## config.mk

```make
export PLATFORM = sky130hd
export DESIGN_NAME = transceiver_power_mode_sequencer
export DESIGN_NICKNAME = d
export VERILOG_FILES = /design/src/rtl/pwr_seq_pkg.sv /design/src/rtl/transceiver_power_mode_sequencer.sv /design/src/rtl/pwr_seq_sync.sv
export SDC_FILE = /design/constraint.sdc
export NUM_CORES = 1
export LEC_CHECK = 0
export BUFFER_PORTS_ARGS = -buffer_cell sky130_fd_sc_hd__buf_2
export CORE_ASPECT_RATIO = 1.25
export CORE_MARGIN = 3
export CORE_UTILIZATION = 53
export CTS_CLUSTER_SIZE = 25
export DETAILED_ROUTE_END_ITERATION = 8
export HOLD_SLACK_MARGIN = 0.05
export MAX_ROUTING_LAYER = met4
export PLACE_DENSITY_LB_ADDON = 0.2
export SKIP_CTS_REPAIR_TIMING = 1
export SLEW_MARGIN = 20
export SYNTH_ARGS = -nofsm -noshare
export SYNTH_HDL_FRONTEND = slang
export SYNTH_HIERARCHICAL = 1
export SYNTH_SLANG_ARGS = --single-unit
export TNS_END_PERCENT = 1
```

## constraint.sdc

```tcl
create_clock -name clk_sys_i -period 2.5 [get_ports clk_sys_i]
set_clock_uncertainty 0.2 [all_clocks]
set_input_delay 0.375 -clock clk_sys_i [delete_from_list [all_inputs] [get_ports clk_sys_i]]
set_output_delay 0.375 -clock clk_sys_i [all_outputs]
set_load 0.03 [all_outputs]
```

## src/rtl/pwr_seq_pkg.sv

```systemverilog
package pwr_seq_pkg;

    // ----------------------------------------------------------------
    // Clock and timing
    // ----------------------------------------------------------------
    localparam int unsigned CLK_HZ            = 50_000_000;
    localparam int unsigned CLK_NS            = 20;
    // Longest times and one typical time, in their own units
    localparam int unsigned TRX_TURN_US       = 128;
    localparam int unsigned STDBY_ACTIVE_US   = 150;
    localparam int unsigned PD_STDBY_TYP_US   = 800;
    localparam int unsigned PD_STDBY_MAX_US   = 1500;
    localparam int unsigned DEEP_WAKE_MAX_US  = 4500;
    // Cycle counts, rounded down for longest times
    localparam int unsigned TRX_TURN_CYC      = (TRX_TURN_US * 1000) / CLK_NS;
    localparam int unsigned STDBY_ACTIVE_CYC  = (STDBY_ACTIVE_US * 1000) / CLK_NS;
    localparam int unsigned PD_STDBY_CYC      = (PD_STDBY_MAX_US * 1000) / CLK_NS;
    localparam int unsigned DEEP_WAKE_CYC     = (DEEP_WAKE_MAX_US * 1000) / CLK_NS;
    localparam int unsigned CNT_W             = 18;

    // ----------------------------------------------------------------
    // Modes and commands
    // ----------------------------------------------------------------
    typedef enum logic [3:0] {
        ST_RC_START   = 4'h0,
        ST_XTAL_WAIT  = 4'h1,
        ST_STANDBY    = 4'h2,
        ST_SETTLE     = 4'h3,
        ST_TX         = 4'h4,
        ST_RX         = 4'h5,
        ST_TURN       = 4'h6,
        ST_SLEEP      = 4'h7,
        ST_WAKE       = 4'h8,
        ST_BATT_PROT  = 4'h9
    } mode_e;

    typedef enum logic [2:0] {
        CMD_NONE      = 3'h0,
        CMD_TX        = 3'h1,
        CMD_RX        = 3'h2,
        CMD_STANDBY   = 3'h3,
        CMD_BATT_PROT = 3'h4,
        CMD_TURN      = 3'h5
    } cmd_e;

    // Analogue block enables, one bundle
    typedef struct packed {
        logic rc_osc_en;
        logic lf_rc_osc_en;
        logic xtal_en;
        logic boost_soft_start;
        logic boost_full_reg;
        logic boost_bang_bang;
        logic rf_core_en;
        logic tx_en;
        logic rx_en;
        logic clocks_en;
        logic resistive_load_only;
    } enables_s;

    localparam enables_s ENABLES_RST = '{rc_osc_en: 1'b1, boost_soft_start: 1'b1,
                                         clocks_en: 1'b1, default: 1'b0};

    // Analogue status inputs, one bundle
    typedef struct packed {
        logic supply_ok;
        logic xtal_ok;
        logic boost_settled;
        logic pll_locked;
        logic packet_done;
    } status_s;

    localparam int unsigned STATUS_W = $bits(status_s);

endpackage : pwr_seq_pkg

```

## src/rtl/transceiver_power_mode_sequencer.sv

```systemverilog
// How it works
// - Ready output goes high when start-up ends; host may then talk SPI.
// - Converter build: RC soft start, xtal after supply ok, full regulation after xtal.
// - Plain build: RC clocks supply check, xtal, ready after xtal, RC stopped.
// - After reset the device settles in standby; only xtal (and converter) run.
// - Sleep and protect are entered only from standby; transmit and receive also by turnaround.
// - Modes follow host commands; return after transmit is automatic.
// - Protect command switches off everything except a resistive load.
// - Protect mode is never left except by a fresh power-on.
// - Deep-sleep bit set: converter build sleeps, plain build powers down.
// - Converter sleep stops xtal; converter runs on slow RC, on/off loop.
// - Receive/transmit turnaround, with or without hop, within 128 us.
// - Standby to active radio with synthesizer settled within 150 us.
// - Power-down back to standby within 1.5 ms, xtal dominated.
// - Deep-sleep back to regulated converter within 4.5 ms.
// - Transmit command taken in standby only; after packet go receive when auto-ack set.
// - Power-down stops all clocks; register contents are kept.
`timescale 1ns/1ns
module transceiver_power_mode_sequencer
    import pwr_seq_pkg::*;
(
    // Clock and reset (reset is battery insertion)
    input  wire logic     clk_sys_i,
    input  wire logic     reset_n_i,
    // Build option: high for the boost-converter version
    input  wire logic     boost_version_i,
    // Analogue status, asynchronous
    input  wire status_s  status_i,
    // Host command, decoded from SPI on this clock
    input  wire logic     cmd_valid_i,
    input  wire cmd_e     cmd_i,
    input  wire logic     deep_sleep_enable_bit_i,
    input  wire logic     auto_ack_i,
    // Outputs
    output enables_s      enables_o,
    output logic          ready_irq_o,
    output mode_e         mode_o,
    output logic          battery_protect_mode_o,
    output logic          timeout_o
);

    // ----------------------------------------------------------------
    // Input synchronisers
    // ----------------------------------------------------------------
    status_s status_s_w;

    pwr_seq_sync #(
        .WIDTH (STATUS_W)
    ) u_sync (
        .clk_sys_i (clk_sys_i),
        .reset_n_i (reset_n_i),
        .async_i   (status_i),
        .sync_o    (status_s_w)
    );

    // ----------------------------------------------------------------
    // State
    // ----------------------------------------------------------------
    typedef struct packed {
        mode_e              mode;
        logic               boost_ver;
        logic               ver_caught;
        logic               ready;
        logic               timeout;
        logic [CNT_W-1:0]   cnt;
        logic [CNT_W-1:0]   dwell;
        enables_s           en;
    } seq_state_s;

    seq_state_s state_q;
    seq_state_s state_d;

    logic cmd_take;
    assign cmd_take = cmd_valid_i && state_q.ready;

    always_comb begin
        state_d         = state_q;
        state_d.timeout = 1'b0;
        // Strap is caught once after release, never under reset
        if (!state_q.ver_caught) begin
            state_d.boost_ver  = boost_version_i;
            state_d.ver_caught = 1'b1;
        end
        if (state_q.cnt != '0) begin
            state_d.cnt = state_q.cnt - 1'b1;
        end

        case (state_q.mode)
            ST_RC_START: begin
                state_d.en.rc_osc_en        = 1'b1;
                state_d.en.rf_core_en       = 1'b0;
                // Strap value of this cycle, so soft start never blinks off
                state_d.en.boost_soft_start = state_d.boost_ver;
                if (state_q.ver_caught && status_s_w.supply_ok) begin
                    state_d.en.xtal_en = 1'b1;
                    state_d.mode       = ST_XTAL_WAIT;
                end
            end
            ST_XTAL_WAIT: begin
                if (status_s_w.xtal_ok) begin
                    state_d.en.boost_full_reg   = state_q.boost_ver;
                    state_d.en.boost_soft_start = 1'b0;
                    state_d.en.rc_osc_en        = 1'b0;
                    state_d.ready               = 1'b1;
                    state_d.mode                = ST_STANDBY;
                end
            end
            ST_STANDBY: begin
                state_d.en.rf_core_en = 1'b0;
                state_d.en.tx_en      = 1'b0;
                state_d.en.rx_en      = 1'b0;
                if (cmd_take && cmd_i == CMD_BATT_PROT) begin
                    state_d.en   = '{resistive_load_only: 1'b1, default: 1'b0};
                    state_d.mode = ST_BATT_PROT;
                end else if (cmd_take && deep_sleep_enable_bit_i) begin
                    // deep sleep or power-down by build
                    state_d.en.xtal_en = 1'b0;
                    if (state_q.boost_ver) begin
                        state_d.en.lf_rc_osc_en    = 1'b1;
                        state_d.en.boost_full_reg  = 1'b0;
                        state_d.en.boost_bang_bang = 1'b1;
                    end else begin
                        state_d.en.clocks_en = 1'b0;
                    end
                    state_d.mode = ST_SLEEP;
                end else if (cmd_take && (cmd_i == CMD_TX || cmd_i == CMD_RX)) begin
                    state_d.en.rf_core_en = 1'b1;
                    state_d.cnt  = CNT_W'(STDBY_ACTIVE_CYC - 1);
                    state_d.en.tx_en = (cmd_i == CMD_TX);
                    state_d.en.rx_en = (cmd_i == CMD_RX);
                    state_d.mode = ST_SETTLE;
                end
            end
            ST_SETTLE, ST_TURN: begin
                if (status_s_w.pll_locked || state_q.cnt == '0) begin
                    state_d.timeout = !status_s_w.pll_locked;
                    state_d.mode    = state_q.en.tx_en ? ST_TX : ST_RX;
                end
            end
            ST_TX: begin
                if (status_s_w.packet_done) begin
                    if (auto_ack_i) begin
                        state_d.en.tx_en = 1'b0;
                        state_d.en.rx_en = 1'b1;
                        state_d.cnt  = CNT_W'(TRX_TURN_CYC - 1);
                        state_d.mode = ST_TURN;
                    end else begin
                        state_d.mode = ST_STANDBY;
                    end
                end else if (cmd_take && cmd_i == CMD_STANDBY) begin
                    state_d.mode = ST_STANDBY;
                end else if (cmd_take && cmd_i == CMD_TURN) begin
                    state_d.en.tx_en = 1'b0;
                    state_d.en.rx_en = 1'b1;
                    state_d.cnt      = CNT_W'(TRX_TURN_CYC - 1);
                    state_d.mode     = ST_TURN;
                end
            end
            ST_RX: begin
                if (cmd_take && cmd_i == CMD_STANDBY) begin
                    state_d.mode = ST_STANDBY;
                end else if (cmd_take && cmd_i == CMD_TURN) begin
                    state_d.en.tx_en = 1'b1;
                    state_d.en.rx_en = 1'b0;
                    state_d.cnt      = CNT_W'(TRX_TURN_CYC - 1);
                    state_d.mode     = ST_TURN;
                end
            end
            ST_SLEEP: begin
                // Wake when the deep-sleep bit is cleared
                if (cmd_take && !deep_sleep_enable_bit_i) begin
                    state_d.en.clocks_en = 1'b1;
                    state_d.en.xtal_en   = 1'b1;
                    state_d.cnt  = state_q.boost_ver ? CNT_W'(DEEP_WAKE_CYC - 1)
                                                     : CNT_W'(PD_STDBY_CYC - 1);
                    state_d.mode = ST_WAKE;
                end
            end
            ST_WAKE: begin
                if ((status_s_w.xtal_ok
                     && (!state_q.boost_ver || status_s_w.boost_settled))
                    || state_q.cnt == '0) begin
                    state_d.timeout            = !(status_s_w.xtal_ok
                        && (!state_q.boost_ver || status_s_w.boost_settled));
                    state_d.en.lf_rc_osc_en    = 1'b0;
                    state_d.en.boost_bang_bang = 1'b0;
                    state_d.en.boost_full_reg  = state_q.boost_ver;
                    state_d.mode               = ST_STANDBY;
                end
            end
            ST_BATT_PROT: begin
                state_d.en    = '{resistive_load_only: 1'b1, default: 1'b0};
                state_d.ready = 1'b0;
            end
            default: begin
                state_d.mode = ST_BATT_PROT;
            end
        endcase
        // Cycles spent in one mode, for the transition-time checks
        if (state_d.mode != state_q.mode) begin
            state_d.dwell = '0;
        end else if (state_q.dwell != '1) begin
            state_d.dwell = state_q.dwell + 1'b1;
        end
    end

    always_ff @(posedge clk_sys_i or negedge reset_n_i) begin
        if (!reset_n_i) begin
            state_q <= '{mode: ST_RC_START, en: ENABLES_RST, default: '0};
        end else begin
            state_q <= state_d;
        end
    end

    assign enables_o              = state_q.en;
    assign ready_irq_o            = state_q.ready;
    assign mode_o                 = state_q.mode;
    assign battery_protect_mode_o = (state_q.mode == ST_BATT_PROT);
    assign timeout_o              = state_q.timeout;

    // ----------------------------------------------------------------
    // Checks
    // ----------------------------------------------------------------
    property p_ready_after_xtal;
        @(posedge clk_sys_i) disable iff (!reset_n_i)
        (state_q.mode == ST_XTAL_WAIT && status_s_w.xtal_ok) |=> ready_irq_o;
    endproperty
    a_ready_after_xtal: assert property (p_ready_after_xtal)
        else $error("ready not raised after crystal");

    property p_rc_stop;
        @(posedge clk_sys_i) disable iff (!reset_n_i)
        $rose(ready_irq_o) |-> !enables_o.rc_osc_en && enables_o.xtal_en;
    endproperty
    a_rc_stop: assert property (p_rc_stop)
        else $error("RC still running at ready");

    property p_rf_off_start;
        @(posedge clk_sys_i) disable iff (!reset_n_i)
        (mode_o == ST_RC_START || mode_o == ST_XTAL_WAIT) |-> !enables_o.rf_core_en;
    endproperty
    a_rf_off_start: assert property (p_rf_off_start)
        else $error("RF core on during start-up");

    property p_full_reg;
        @(posedge clk_sys_i) disable iff (!reset_n_i)
        $rose(ready_irq_o) |-> enables_o.boost_full_reg == state_q.boost_ver;
    endproperty
    a_full_reg: assert property (p_full_reg)
        else $error("converter regulation wrong at ready");

    property p_from_standby;
        @(posedge clk_sys_i) disable iff (!reset_n_i)
        ($changed(mode_o) && (mode_o == ST_SETTLE || mode_o == ST_SLEEP
                               || mode_o == ST_BATT_PROT))
        |-> $past(mode_o) == ST_STANDBY;
    endproperty
    a_from_standby: assert property (p_from_standby)
        else $error("mode entered not from standby");

    property p_prot_sticky;
        @(posedge clk_sys_i) disable iff (!reset_n_i)
        battery_protect_mode_o |=> battery_protect_mode_o
                                   && enables_o.resistive_load_only && !enables_o.xtal_en;
    endproperty
    a_prot_sticky: assert property (p_prot_sticky)
        else $error("protect mode left");

    property p_sleep_xtal_off;
        @(posedge clk_sys_i) disable iff (!reset_n_i)
        (mode_o == ST_SLEEP) |-> !enables_o.xtal_en
            && (state_q.boost_ver ? enables_o.boost_bang_bang : !enables_o.clocks_en);
    endproperty
    a_sleep_xtal_off: assert property (p_sleep_xtal_off)
        else $error("sleep enables wrong");

    property p_settle_bound;
        @(posedge clk_sys_i) disable iff (!reset_n_i)
        (mode_o == ST_SETTLE) |-> (state_q.dwell < CNT_W'(STDBY_ACTIVE_CYC));
    endproperty
    a_settle_bound: assert property (p_settle_bound)
        else $error("standby to active too slow");

    property p_turn_bound;
        @(posedge clk_sys_i) disable iff (!reset_n_i)
        (mode_o == ST_TURN) |-> (state_q.dwell < CNT_W'(TRX_TURN_CYC));
    endproperty
    a_turn_bound: assert property (p_turn_bound)
        else $error("turnaround too slow");

    property p_ack_rx;
        @(posedge clk_sys_i) disable iff (!reset_n_i)
        (mode_o == ST_TX && status_s_w.packet_done && auto_ack_i)
        |=> enables_o.rx_en && !enables_o.tx_en;
    endproperty
    a_ack_rx: assert property (p_ack_rx)
        else $error("no receive after packet with ack");

endmodule : transceiver_power_mode_sequencer

```

## src/rtl/pwr_seq_sync.sv

```systemverilog
`timescale 1ns/1ns
module pwr_seq_sync
    import pwr_seq_pkg::*;
#(
    parameter int unsigned WIDTH = 1
) (
    // Clock and reset
    input  wire logic             clk_sys_i,
    input  wire logic             reset_n_i,
    // Data
    input  wire logic [WIDTH-1:0] async_i,
    output logic      [WIDTH-1:0] sync_o
);

    typedef struct packed {
        logic [WIDTH-1:0] meta;
        logic [WIDTH-1:0] sync;
    } sync_state_s;

    sync_state_s state_q;
    sync_state_s state_d;

    always_comb begin
        state_d      = state_q;
        state_d.meta = async_i;
        state_d.sync = state_q.meta;
    end

    always_ff @(posedge clk_sys_i or negedge reset_n_i) begin
        if (!reset_n_i) begin
            state_q <= '0;
        end else begin
            state_q <= state_d;
        end
    end

    assign sync_o = state_q.sync;

endmodule : pwr_seq_sync

```

### Word level (Yosys, flattened, before mapping)

Cells that the tools add are included.

| cells by class | value |
|---|---|
| reductions and logical operators | 40 |
| bitwise operators | 1 |
| add/subtract/negate cells | 1 |
| equality and inequality tests | 29 |
| multiplexer cells | 65 |

Operators by type and width:

| cell | number |
|---|---|
| two-way mux 18 bit | 10 |
| one-hot mux 18 bit (4 select lines) | 1 |
| two-way mux 4 bit | 11 |
| one-hot mux 4 bit (9 select lines) | 1 |
| two-way mux 2 bit | 13 |
| zero test 18 bit | 1 |
| nonzero test 18 bit | 1 |
| subtractor 18 x 1 -> 18 bit, second input constant | 1 |
| == test 4 x 3 -> 1 bit, second input constant | 4 |
| one-hot mux 1 bit (4 select lines) | 4 |
| nonzero test 4 bit | 4 |
| inequality test 2 bit, second input constant | 7 |
| two-way mux 1 bit | 13 |
| inequality test 3 bit, second input constant | 4 |
| AND reduction 4 bit | 3 |
| logical AND 1 bit | 9 |
| two-way mux 3 bit | 3 |
| one-hot mux 1 bit (3 select lines) | 3 |
| == test 4 x 2 -> 1 bit, second input constant | 2 |
| == test 4 bit, second input constant | 2 |
| one-hot mux 1 bit (2 select lines) | 4 |
| one-hot mux 2 bit (4 select lines) | 1 |
| AND reduction 7 bit | 1 |
| == test 3 x 2 -> 1 bit, second input constant | 2 |
| other kinds (18) | 31 |

| storage, ports and cells | value |
|---|---|
| logic and storage cells | 155 |
| input bits | 14 |
| flip-flop bits (word level) | 47 |
| output and inout port bits | 18 |

### Longest topological paths before layout

Gate-level depths: netlist of the first run.

| logic depth | value |
|---|---|
| depth after elaboration | 7 |
| mapped depth | 8 |
| mapped depth without buffers | 7 |

### Hierarchy

Netlist of the first run, hierarchy kept.

Modules (own cells, without submodules):

| module | area an instance (sq um) | times used | cells an instance | seq. area each (sq um) |
|---|---|---|---|---|
| transceiver_power_mode_sequencer | 2561.2 | 1 | 296 | 904.6 |
| pwr_seq_sync | 250.2 | 1 | 10 | 250.2 |

### Worst setup path before layout of the first run

Ideal clock, no wire load.

| path | value |
|---|---|
| kind | reg2reg |
| start point | register state_q[33] (netlist bit) |
| end point | register state_q (netlist bit enables_o[6]) |
| path buffers | 0 |
| path slack | 158 ps |
| clock period less this slack | 2342 ps |
| setup time | 125 ps |
| stages on the path, launching flop included | 6 |
| required time | 2175 ps |
| data arrival time | 2018 ps |
| cells stage by stage | dfrtp_1 or4_4 nor3_2 a21boi_2 nor4_2 mux2_2 |

| on the way | value |
|---|---|
| word-level cells in the longest chain between the ends | 4 |

RTL lines:

| element | RTL line | RTL |
|---|---|---|
| from (decl) | transceiver_power_mode_sequencer.sv:70 | `seq_state_s state_q;` |
| from (signal assigned) | transceiver_power_mode_sequencer.sv:211 | `state_q <= state_d;` |
| zero test 18 bit | transceiver_power_mode_sequencer.sv:182 | `\|\| state_q.cnt == '0) begin` |
| logical OR 1 bit | transceiver_power_mode_sequencer.sv:182 |  |
| inequality test 2 bit (no line) | -- |  |
| AND reduction 5 bit (no line) | -- |  |

No other way between the ends.
A chain may end at the register's enable or synchronous reset.

### Final worst setup path of the first run

| path | value |
|---|---|
| start point | register state_q[33] (netlist bit) |
| end point | register state_q (netlist bit mode_o[1]) |

| on the way | value |
|---|---|
| word-level cells in the longest chain between the ends | 4 |
| elaborated cells on any way between the ends | 6 |
| those cells by class | eq/ne (2); reduce/logical (4) |

RTL lines:

| element | RTL line |
|---|---|
| zero test 18 bit (*) | transceiver_power_mode_sequencer.sv:135, transceiver_power_mode_sequencer.sv:182 |
| logical OR 1 bit (on tied branches) | transceiver_power_mode_sequencer.sv:182, transceiver_power_mode_sequencer.sv:135 |
| inequality test 2 bit (no line) | -- |
| AND reduction 7 bit (no line) (*) | -- |

Mark *: on every way between the ends. The rest lies on a longest branch, timed or not.

==> metrics.md, run 1 <==
| Metric | Value |
|---|---|
| Sequential area share after synthesis | `41.1%` |
| Final TNS setup | `0 ns` |
| Grt total ovfl | `0` |
| Final setup margin | `~0.07 ns` |
| CP delay by family, top | `simple AND/OR/NAND/NOR gates` |
| #FFs+latches synth | `46` |
| Peak supply drop | `around 0.00032 V` |
| Post-DP HPWL | `about 5200 um` |
| FILL cells | `435` |
| Worst-path fanout max | `5` |
| Via/cell ratio | `6.00` |
| # IOs | `32` |
| Global Route Usage Sum | `a little under a quarter` |
| CP required | `2.48 ns` |
| PortBufs | `31` |
| CTS Sinks | `46` |
| Max Root-Sink Buffers | `2` |
| Pre-CTS WS | `0.0838 ns` |
| Clock Latency Late Sink | `0.30 ns` |
| Antenna violations before repair | `0` |
| Critical Path AT | `about 2.4 ns` |
| Synth cell types | `67` |
| Synth Flop Type | `dfrtp_1` |
| N_diodes | `0` |
| Status | `finished, final reports clean` |
| CP Buf/Inv Count | `0` |
| Final hold vios | `0` |
| Reg clk slew, reported paths | `approximately 0.080 ns` |
| CTS root buffer | `clkbuf_8` |
| Hold slack | `0.132 ns` |
| H-tree depth | `2` |
| Syn Inst Count | `a little over 300` |
| Pins Over Slew Limit | `0` |
| Slew @ Worst Pin | `~0.5 ns` |
| CTS buffer count | `5` |
| RSZ-0062 raised after global routing | `yes` |
| Core Region | `0.00512 mm^2` |
| Final WL | `6760 um` |
| Final period util | `97.2%` |
| Asr flop ratio synth | `100%` |
| CTS tree | `built` |
| Critical-path top delay cell | `or4_4` |
| Post-DRT Antenna Nets | `0` |
| Initial drt markers | `166` |
| Leakage | `between 1 and 1.5 nW` |
| Crit end category | `register` |
| Vias in the first global route | `2379` |
| EDFF count, synth | `0` |
| Drt first pass iters | `4` |
| Cell area after synthesis | `about 0.0028 mm^2` |
| Die Span Y | `just under 90 um` |
| Critical Path, Cell by Cell | `or4_4, or3_4, o22ai_2, nand3_1, mux2_1` |
| Layout cells sized above 1 | `24.9%` |
| Drt drc | `0` |
| Max stage delay on crit path | `~0.57 ns` |
| Synthesized Nets | `between 300 and 400` |
| Largest net degree at the start of global routing | `33` |
| Synthesis Warnings | `6` |
| Gpl congestion | `between 0.8 and 0.9` |
| Area Growth Syn to Fin | `15.3%` |
| Rel. slew slack | `66.4%` |
| Total Nets Final | `360` |
| Final setup fails | `0` |
| Pwr/cell area | `between 300 and 400 mW/mm^2` |
| Max-cap violation count | `0` |
| Minimum clock period | `2.43 ns` |
| Starting Density | `a little over half` |
| Setup CP Type | `register to register` |
| Mean Syn Cell Area | `9.19 um^2` |
| FP Rows | `29` |
| Avg WL per Cell | `16.6 um` |
| First-pass GRT wire length | `around 11000 um` |
| Hold crit path type | `primary input to register` |
| Vias | `2448` |
| Fmax achieved | `411 MHz` |
| Die area | `between 0.006 and 0.007 mm^2` |
| Die width | `between 70 and 80 um` |
| Startpoint Class | `register` |
==> worst reg2reg max path: stages (launching register included) <==
cell,delay [ns]
dfrtp_1,0.42
or4_4,0.57
or3_4,0.38
o22ai_2,0.24
nand3_1,0.17
mux2_1,0.34
==> sequential cells by signal, summed over array words and instances (netlist names) <==
name,cells
state_q,20
enables_o,10
u_sync/state_d,5
u_sync/sync_o,5
mode_o,4
ready_irq_o,1
timeout_o,1
==> layout make-up <==
| class | count | area [um^2] | share of cell area (%) |
|---|---|---|---|
| clock buffers | 7 | 86.3 | 2.66 |
| flip-flops and latches | 46 | 1150 | 35.6 |
| repair buffers | 64 | 443 | 13.7 |
| inverters | 9 | 33.8 | 1.04 |
| multi-input cells | 219 | 1440 | 44.5 |
| clock inverters | 1 | 5.00 | 0.154 |
| well taps | 62 | 77.6 | 2.39 |
==> cells by family (layout without fill, tap and decap cells) <==
logic type	Yosys count	in the layout	synth area share [%]
AO/OA/AOI/OAI	86	86	20.5
XOR/XNOR	15	15	4.67
adder cells (fa/ha/maj)	1	1	0.445
buffers and inverters	41	81	7.65
flip-flops	46	46	41.1
multiplexers	5	5	1.91
other	1	1	0.133
AND/OR/NAND/NOR	111	111	23.6
==> cell usage in the layout (no fill, tap or decap), types with 6 or more instances in the layout <==
master,netlist,routed
buf_2,3,31
inv_1,9,9
dlygate4sd3_1,0,6
xor2_1,8,8
nand2b_1,9,9
dfrtp_1,43,43
o21ai_0,19,17
nor2_1,27,27
clkbuf_8,0,6
a21oi_1,19,19
nor3_1,6,6
nand2_1,19,19
buf_4,15,25
xnor2_1,7,7
==> per-layer routing <==
| metal | wire (um) | vias to the layer above | GRT usage (%) | share of wire (%) |
|---|---|---|---|---|
| li1 | - | 1176 | - | - |
| met1 | 2750 | 1179 | 27.4 | 41 |
| met2 | 3580 | 78 | 40.6 | 53 |
| met3 | 265 | 15 | 3.70 | 3.9 |
| met4 | 167 | 0 | 9.23 | 2.5 |
| met5 | 0 | - | - | 0 |
==> final timing paths <==
kind / from / to / slack, ns / depth (start not counted)
min in group asynchronous: reset_n_i / timeout_o / 0.31 / 2
min: boost_version_i / state_q[50] / 0.13 / 2
max in group asynchronous: reset_n_i / enables_o[7] / 1.04 / 3
min reg2reg: u_sync/state_d[2] / u_sync/sync_o[2] / 0.15 / 0
max: state_q[33] / mode_o[1] / 0.07 / 5
max reg2reg: state_q[33] / mode_o[1] / 0.07 / 5
==> report_power, final <==
| part | switching (mW) | leakage, nW | internal (mW) |
|---|---|---|---|
| logic | 0.0361 | 0.787 | 0.0263 |
| registers | 0.00634 | 0.522 | 0.754 |
| clock network | 0.242 | 0.0482 | 0.223 |
==> per-stage QoR <==
stage | area, um^2 | utilization (%) | total power, mW | cells
finish | 3240 | 63.4 | 1.29 | 408
global route | 3240 | 63.4 | 1.33 | 408
CTS | 3180 | 62.2 | 1.29 | 402
detailed placement | 3090 | 60.4 | 0.831 | 394
global placement | 3090 | 60.4 | 0.831 | 394
floorplan | 2810 | - | 0.792 | 306
==> synthesized netlist by cell type, types with 4 or more instances <==
library cell	n	area (um^2)
nor2b_1	4	25.0
nand2b_1	9	56.3
a21oi_1	19	95.1
o211ai_1	5	37.5
buf_4	15	113
a31oi_1	5	31.3
clkbuf_1	11	41.3
nor3_1	6	30.0
xnor2_1	7	61.3
nand3_1	5	25.0
or3_1	4	25.0
dfrtp_1	43	1080
nand3b_1	4	30.0
nor4_1	5	31.3
xor2_1	8	70.1
nor2_1	27	101
o21ai_0	19	95.1
nand2_1	19	71.3
inv_1	9	33.8
a21o_1	4	30.0
Note: power is estimated with default switching activity, not from simulation.
==> run 2: changes to the inputs <==
--- a/config.mk
+++ b/config.mk
@@ -13,11 +13,10 @@
 export DETAILED_ROUTE_END_ITERATION = 8
 export HOLD_SLACK_MARGIN = 0.05
 export MAX_ROUTING_LAYER = met4
-export PLACE_DENSITY_LB_ADDON = 0.2
+export PLACE_DENSITY = 0.83
 export SKIP_CTS_REPAIR_TIMING = 1
 export SLEW_MARGIN = 20
 export SYNTH_ARGS = -nofsm -noshare
 export SYNTH_HDL_FRONTEND = slang
-export SYNTH_HIERARCHICAL = 1
 export SYNTH_SLANG_ARGS = --single-unit
 export TNS_END_PERCENT = 1
==> metrics.md, run 2 <==
| Metric | Value |
|---|---|
| CTS Sinks | `46` |
| Startpoint Class | `register` |
| CP required | `between 2 and 2.5 ns` |
| Rel. slew slack | `59.6%` |
| First-pass GRT wire length | `11100 um` |
| Yosys top cell area share | `between 30 and 40%` |
| Peak supply drop | `0.000688 V` |
| Area Growth Syn to Fin | `12.3%` |
| Via/cell ratio | `6.22` |
| Reg2reg path depth | `7` |
| Drt first pass iters | `4` |
| Die area | `0.00633 mm^2` |
| Fmax achieved | `422 MHz` |
| Initial drt markers | `150` |
| Antenna violations before repair | `0` |
| Final TNS setup | `0 ns` |
| Post-layout util | `62.5%` |
| Crit path to | `mode_o[1]` |
| Pre-CTS WS | `0.143 ns` |
| Register Area | `0.00115 mm^2` |
| Top cell by count, worst path | `nand2_2` |
| Count leader, synth | `dfrtp_1` |
| CTS buffer count | `5` |
| CP Buf/Inv Count | `1` |
| Slew @ Worst Pin | `approximately 0.6 ns` |
| Die Span Y | `about 90 um` |
| Critical Path, Cell by Cell | `inv_1, ha_1, nor4b_1, nand2_2, o22ai_4, nand2_2, mux2_4` |
| Commonest non-fill, non-tap cell in the layout | `dfrtp_1` |
| Starting Density | `~56%` |
| Final WL | `6890 um` |
| Synth area leader | `dfrtp_1` |
| CTS root buffer | `clkbuf_8` |
| Grt total ovfl | `0` |
| Multi-input logic area | `0.00148 mm^2` |
| Synthesized Nets | `319` |
| Asr flop ratio synth | `100%` |
| Max-cap violation count | `0` |
| Global Route Usage Sum | `23.2%` |
| Critical-path top delay cell | `nor4b_1` |
| Pwr Total | `3.54 mW` |
| Avg WL per Cell | `approximately 17 um` |
| # IOs | `32` |
| Pwr/cell area | `1100 mW/mm^2` |
| Mean Syn Cell Area | `9.43 um^2` |
| Hold crit path type | `primary input to register` |
| Largest net degree at the start of global routing | `28` |
| Worst setup startpoint | `state_q[29]` |
| PortBufs | `31` |
| Vias | `roughly 2500` |
| Max stage delay on crit path | `between 0.4 and 0.5 ns` |
| Largest cells by area after synthesis | `dfrtp_1, buf_4, nor2_1, o21ai_0, dfstp_2` |
| Largest Register | `state_q` |
| Worst R2R End | `mode_o[1]` |
| Post-DRT Antenna Nets | `0` |
| Core Region | `roughly 0.0052 mm^2` |
| Die width | `71.8 um` |
| H-tree depth | `2` |
| Pins Over Slew Limit | `0` |
| #FFs+latches synth | `between 40 and 50` |
| EDFF count, synth | `0` |
| Layout cells sized above 1 | `25.1%` |
| Syn Inst Count | `304` |
| Sequential area share after synthesis | `roughly two fifths` |
| Status | `finished, final reports clean` |
| Most frequent cells in the layout | `dfrtp_1, buf_2, nor2_1` |
| Vias in the first global route | `2334` |
| Synthesis Warnings | `0` |
| Cell area after synthesis | `between 0.002 and 0.003 mm^2` |
| Minimum clock period | `2.37 ns` |
| Final period util | `94.8%` |
| Synth cell types | `71` |
| Crit end category | `register` |
| Max FFs per register | `20` |
| Most frequent cells after synthesis | `dfrtp_1, nor2_1, o21ai_0` |
| Final setup margin | `0.129 ns` |
| N_diodes | `0` |
| Reg2Reg Launch Point | `state_q[29]` |
| CTS tree | `built` |
| Synth Flop Type | `dfrtp_1` |
| Reg clk slew, reported paths | `0.10 ns` |
| FP Rows | `29` |
| Final hold vios | `0` |
| CP delay by family, top | `simple AND/OR/NAND/NOR gates` |
| Drt drc | `0` |
| Gpl congestion | `0.950` |
| Leakage | `1.35 nW` |
| Final setup fails | `0` |
| Setup CP Type | `register to register` |
| Post-DP HPWL | `5140 um` |
| Critical Path AT | `2.36 ns` |
| Worst-path fanout max | `9` |
| Total Nets Final | `352` |
| CP Depth | `7` |
| Max Root-Sink Buffers | `2` |
| Clock Latency Late Sink | `0.31 ns` |
| Hold slack | `0.138 ns` |
| FILL cells | `452` |
| Setup slack, reg-to-reg | `0.13 ns` |
## run 2: cell types whose count changed after synthesis, moves of 3 or more
| cell | delta |
|---|---|
| and3_1 | -3 |
| nand2_1 | -6 |
| inv_1 | +3 |
| nor3_1 | +3 |
| nor2b_1 | +3 |
| a31oi_1 | -4 |
| a32oi_1 | +4 |
| nand4_1 | -3 |
| a32o_1 | +3 |
| nand2b_1 | -3 |
| a21oi_1 | -5 |
## run 2: worst min path at each step
| stage | startpoint | endpoint | slack [ns] | cells after the start |
|---|---|---|---|---|
| 2_1_floorplan | reset_n_i | enables_o[0] | -0.12 | 0 |
| 3_3_place_gp | u_sync.state_d[4] | u_sync.sync_o[4] | 0.13 | 0 |
| 3_5_place_dp | u_sync.state_d[2] | u_sync.sync_o[2] | 0.13 | 0 |
| 4_1_cts | reset_n_i | mode_o[3] | -0.15 | 1 |
| 5_1_grt | boost_version_i | state_q[50] | 0.13 | 2 |
| 6_report | boost_version_i | state_q[50] | 0.14 | 2 |
## run 2: final cells by class
cell class / instances / area share [%]
clock inverters: 3 / 0.739
repair buffers: 57 / 11.4
inverters: 13 / 1.52
well taps: 62 / 2.41
flip-flops and latches: 46 / 35.9
multi-input cells: 214 / 46.0
clock buffers: 5 / 2.14
## run 2: per-layer routing
metal  share of wire (%)  global-route usage [%]
met1                  40                    28.3
met2                  50                    37.0
met3                 5.7                    3.90
met4                 4.8                    11.6
met5                   0                       -
## run 2: power breakdown
group          switching, mW  internal, mW
registers              0.174         0.954
logic                   1.16         0.787
clock network          0.271         0.200
## run 2: cells by family (layout without fill, tap and decap cells)
logic type	count (synthesis)	after routing	share of synthesized area [%]
DFF	46	46	40.3
adders and majority gates	1	1	0.437
muxes	9	9	3.49
AOI/OAI and AO/OA	83	83	21.3
and+or+nand+nor	104	104	21.3
xor gates and xnor gates	16	16	4.89
buffers and inverters	44	78	8.17
other	1	1	0.131
## run 2: through the flow
stage	area, um^2	instances
after detailed placement	3060	386
after floorplan	2870	304
after global placement	3060	386
after CTS	3160	394
final	3220	400
after global routing	3220	400
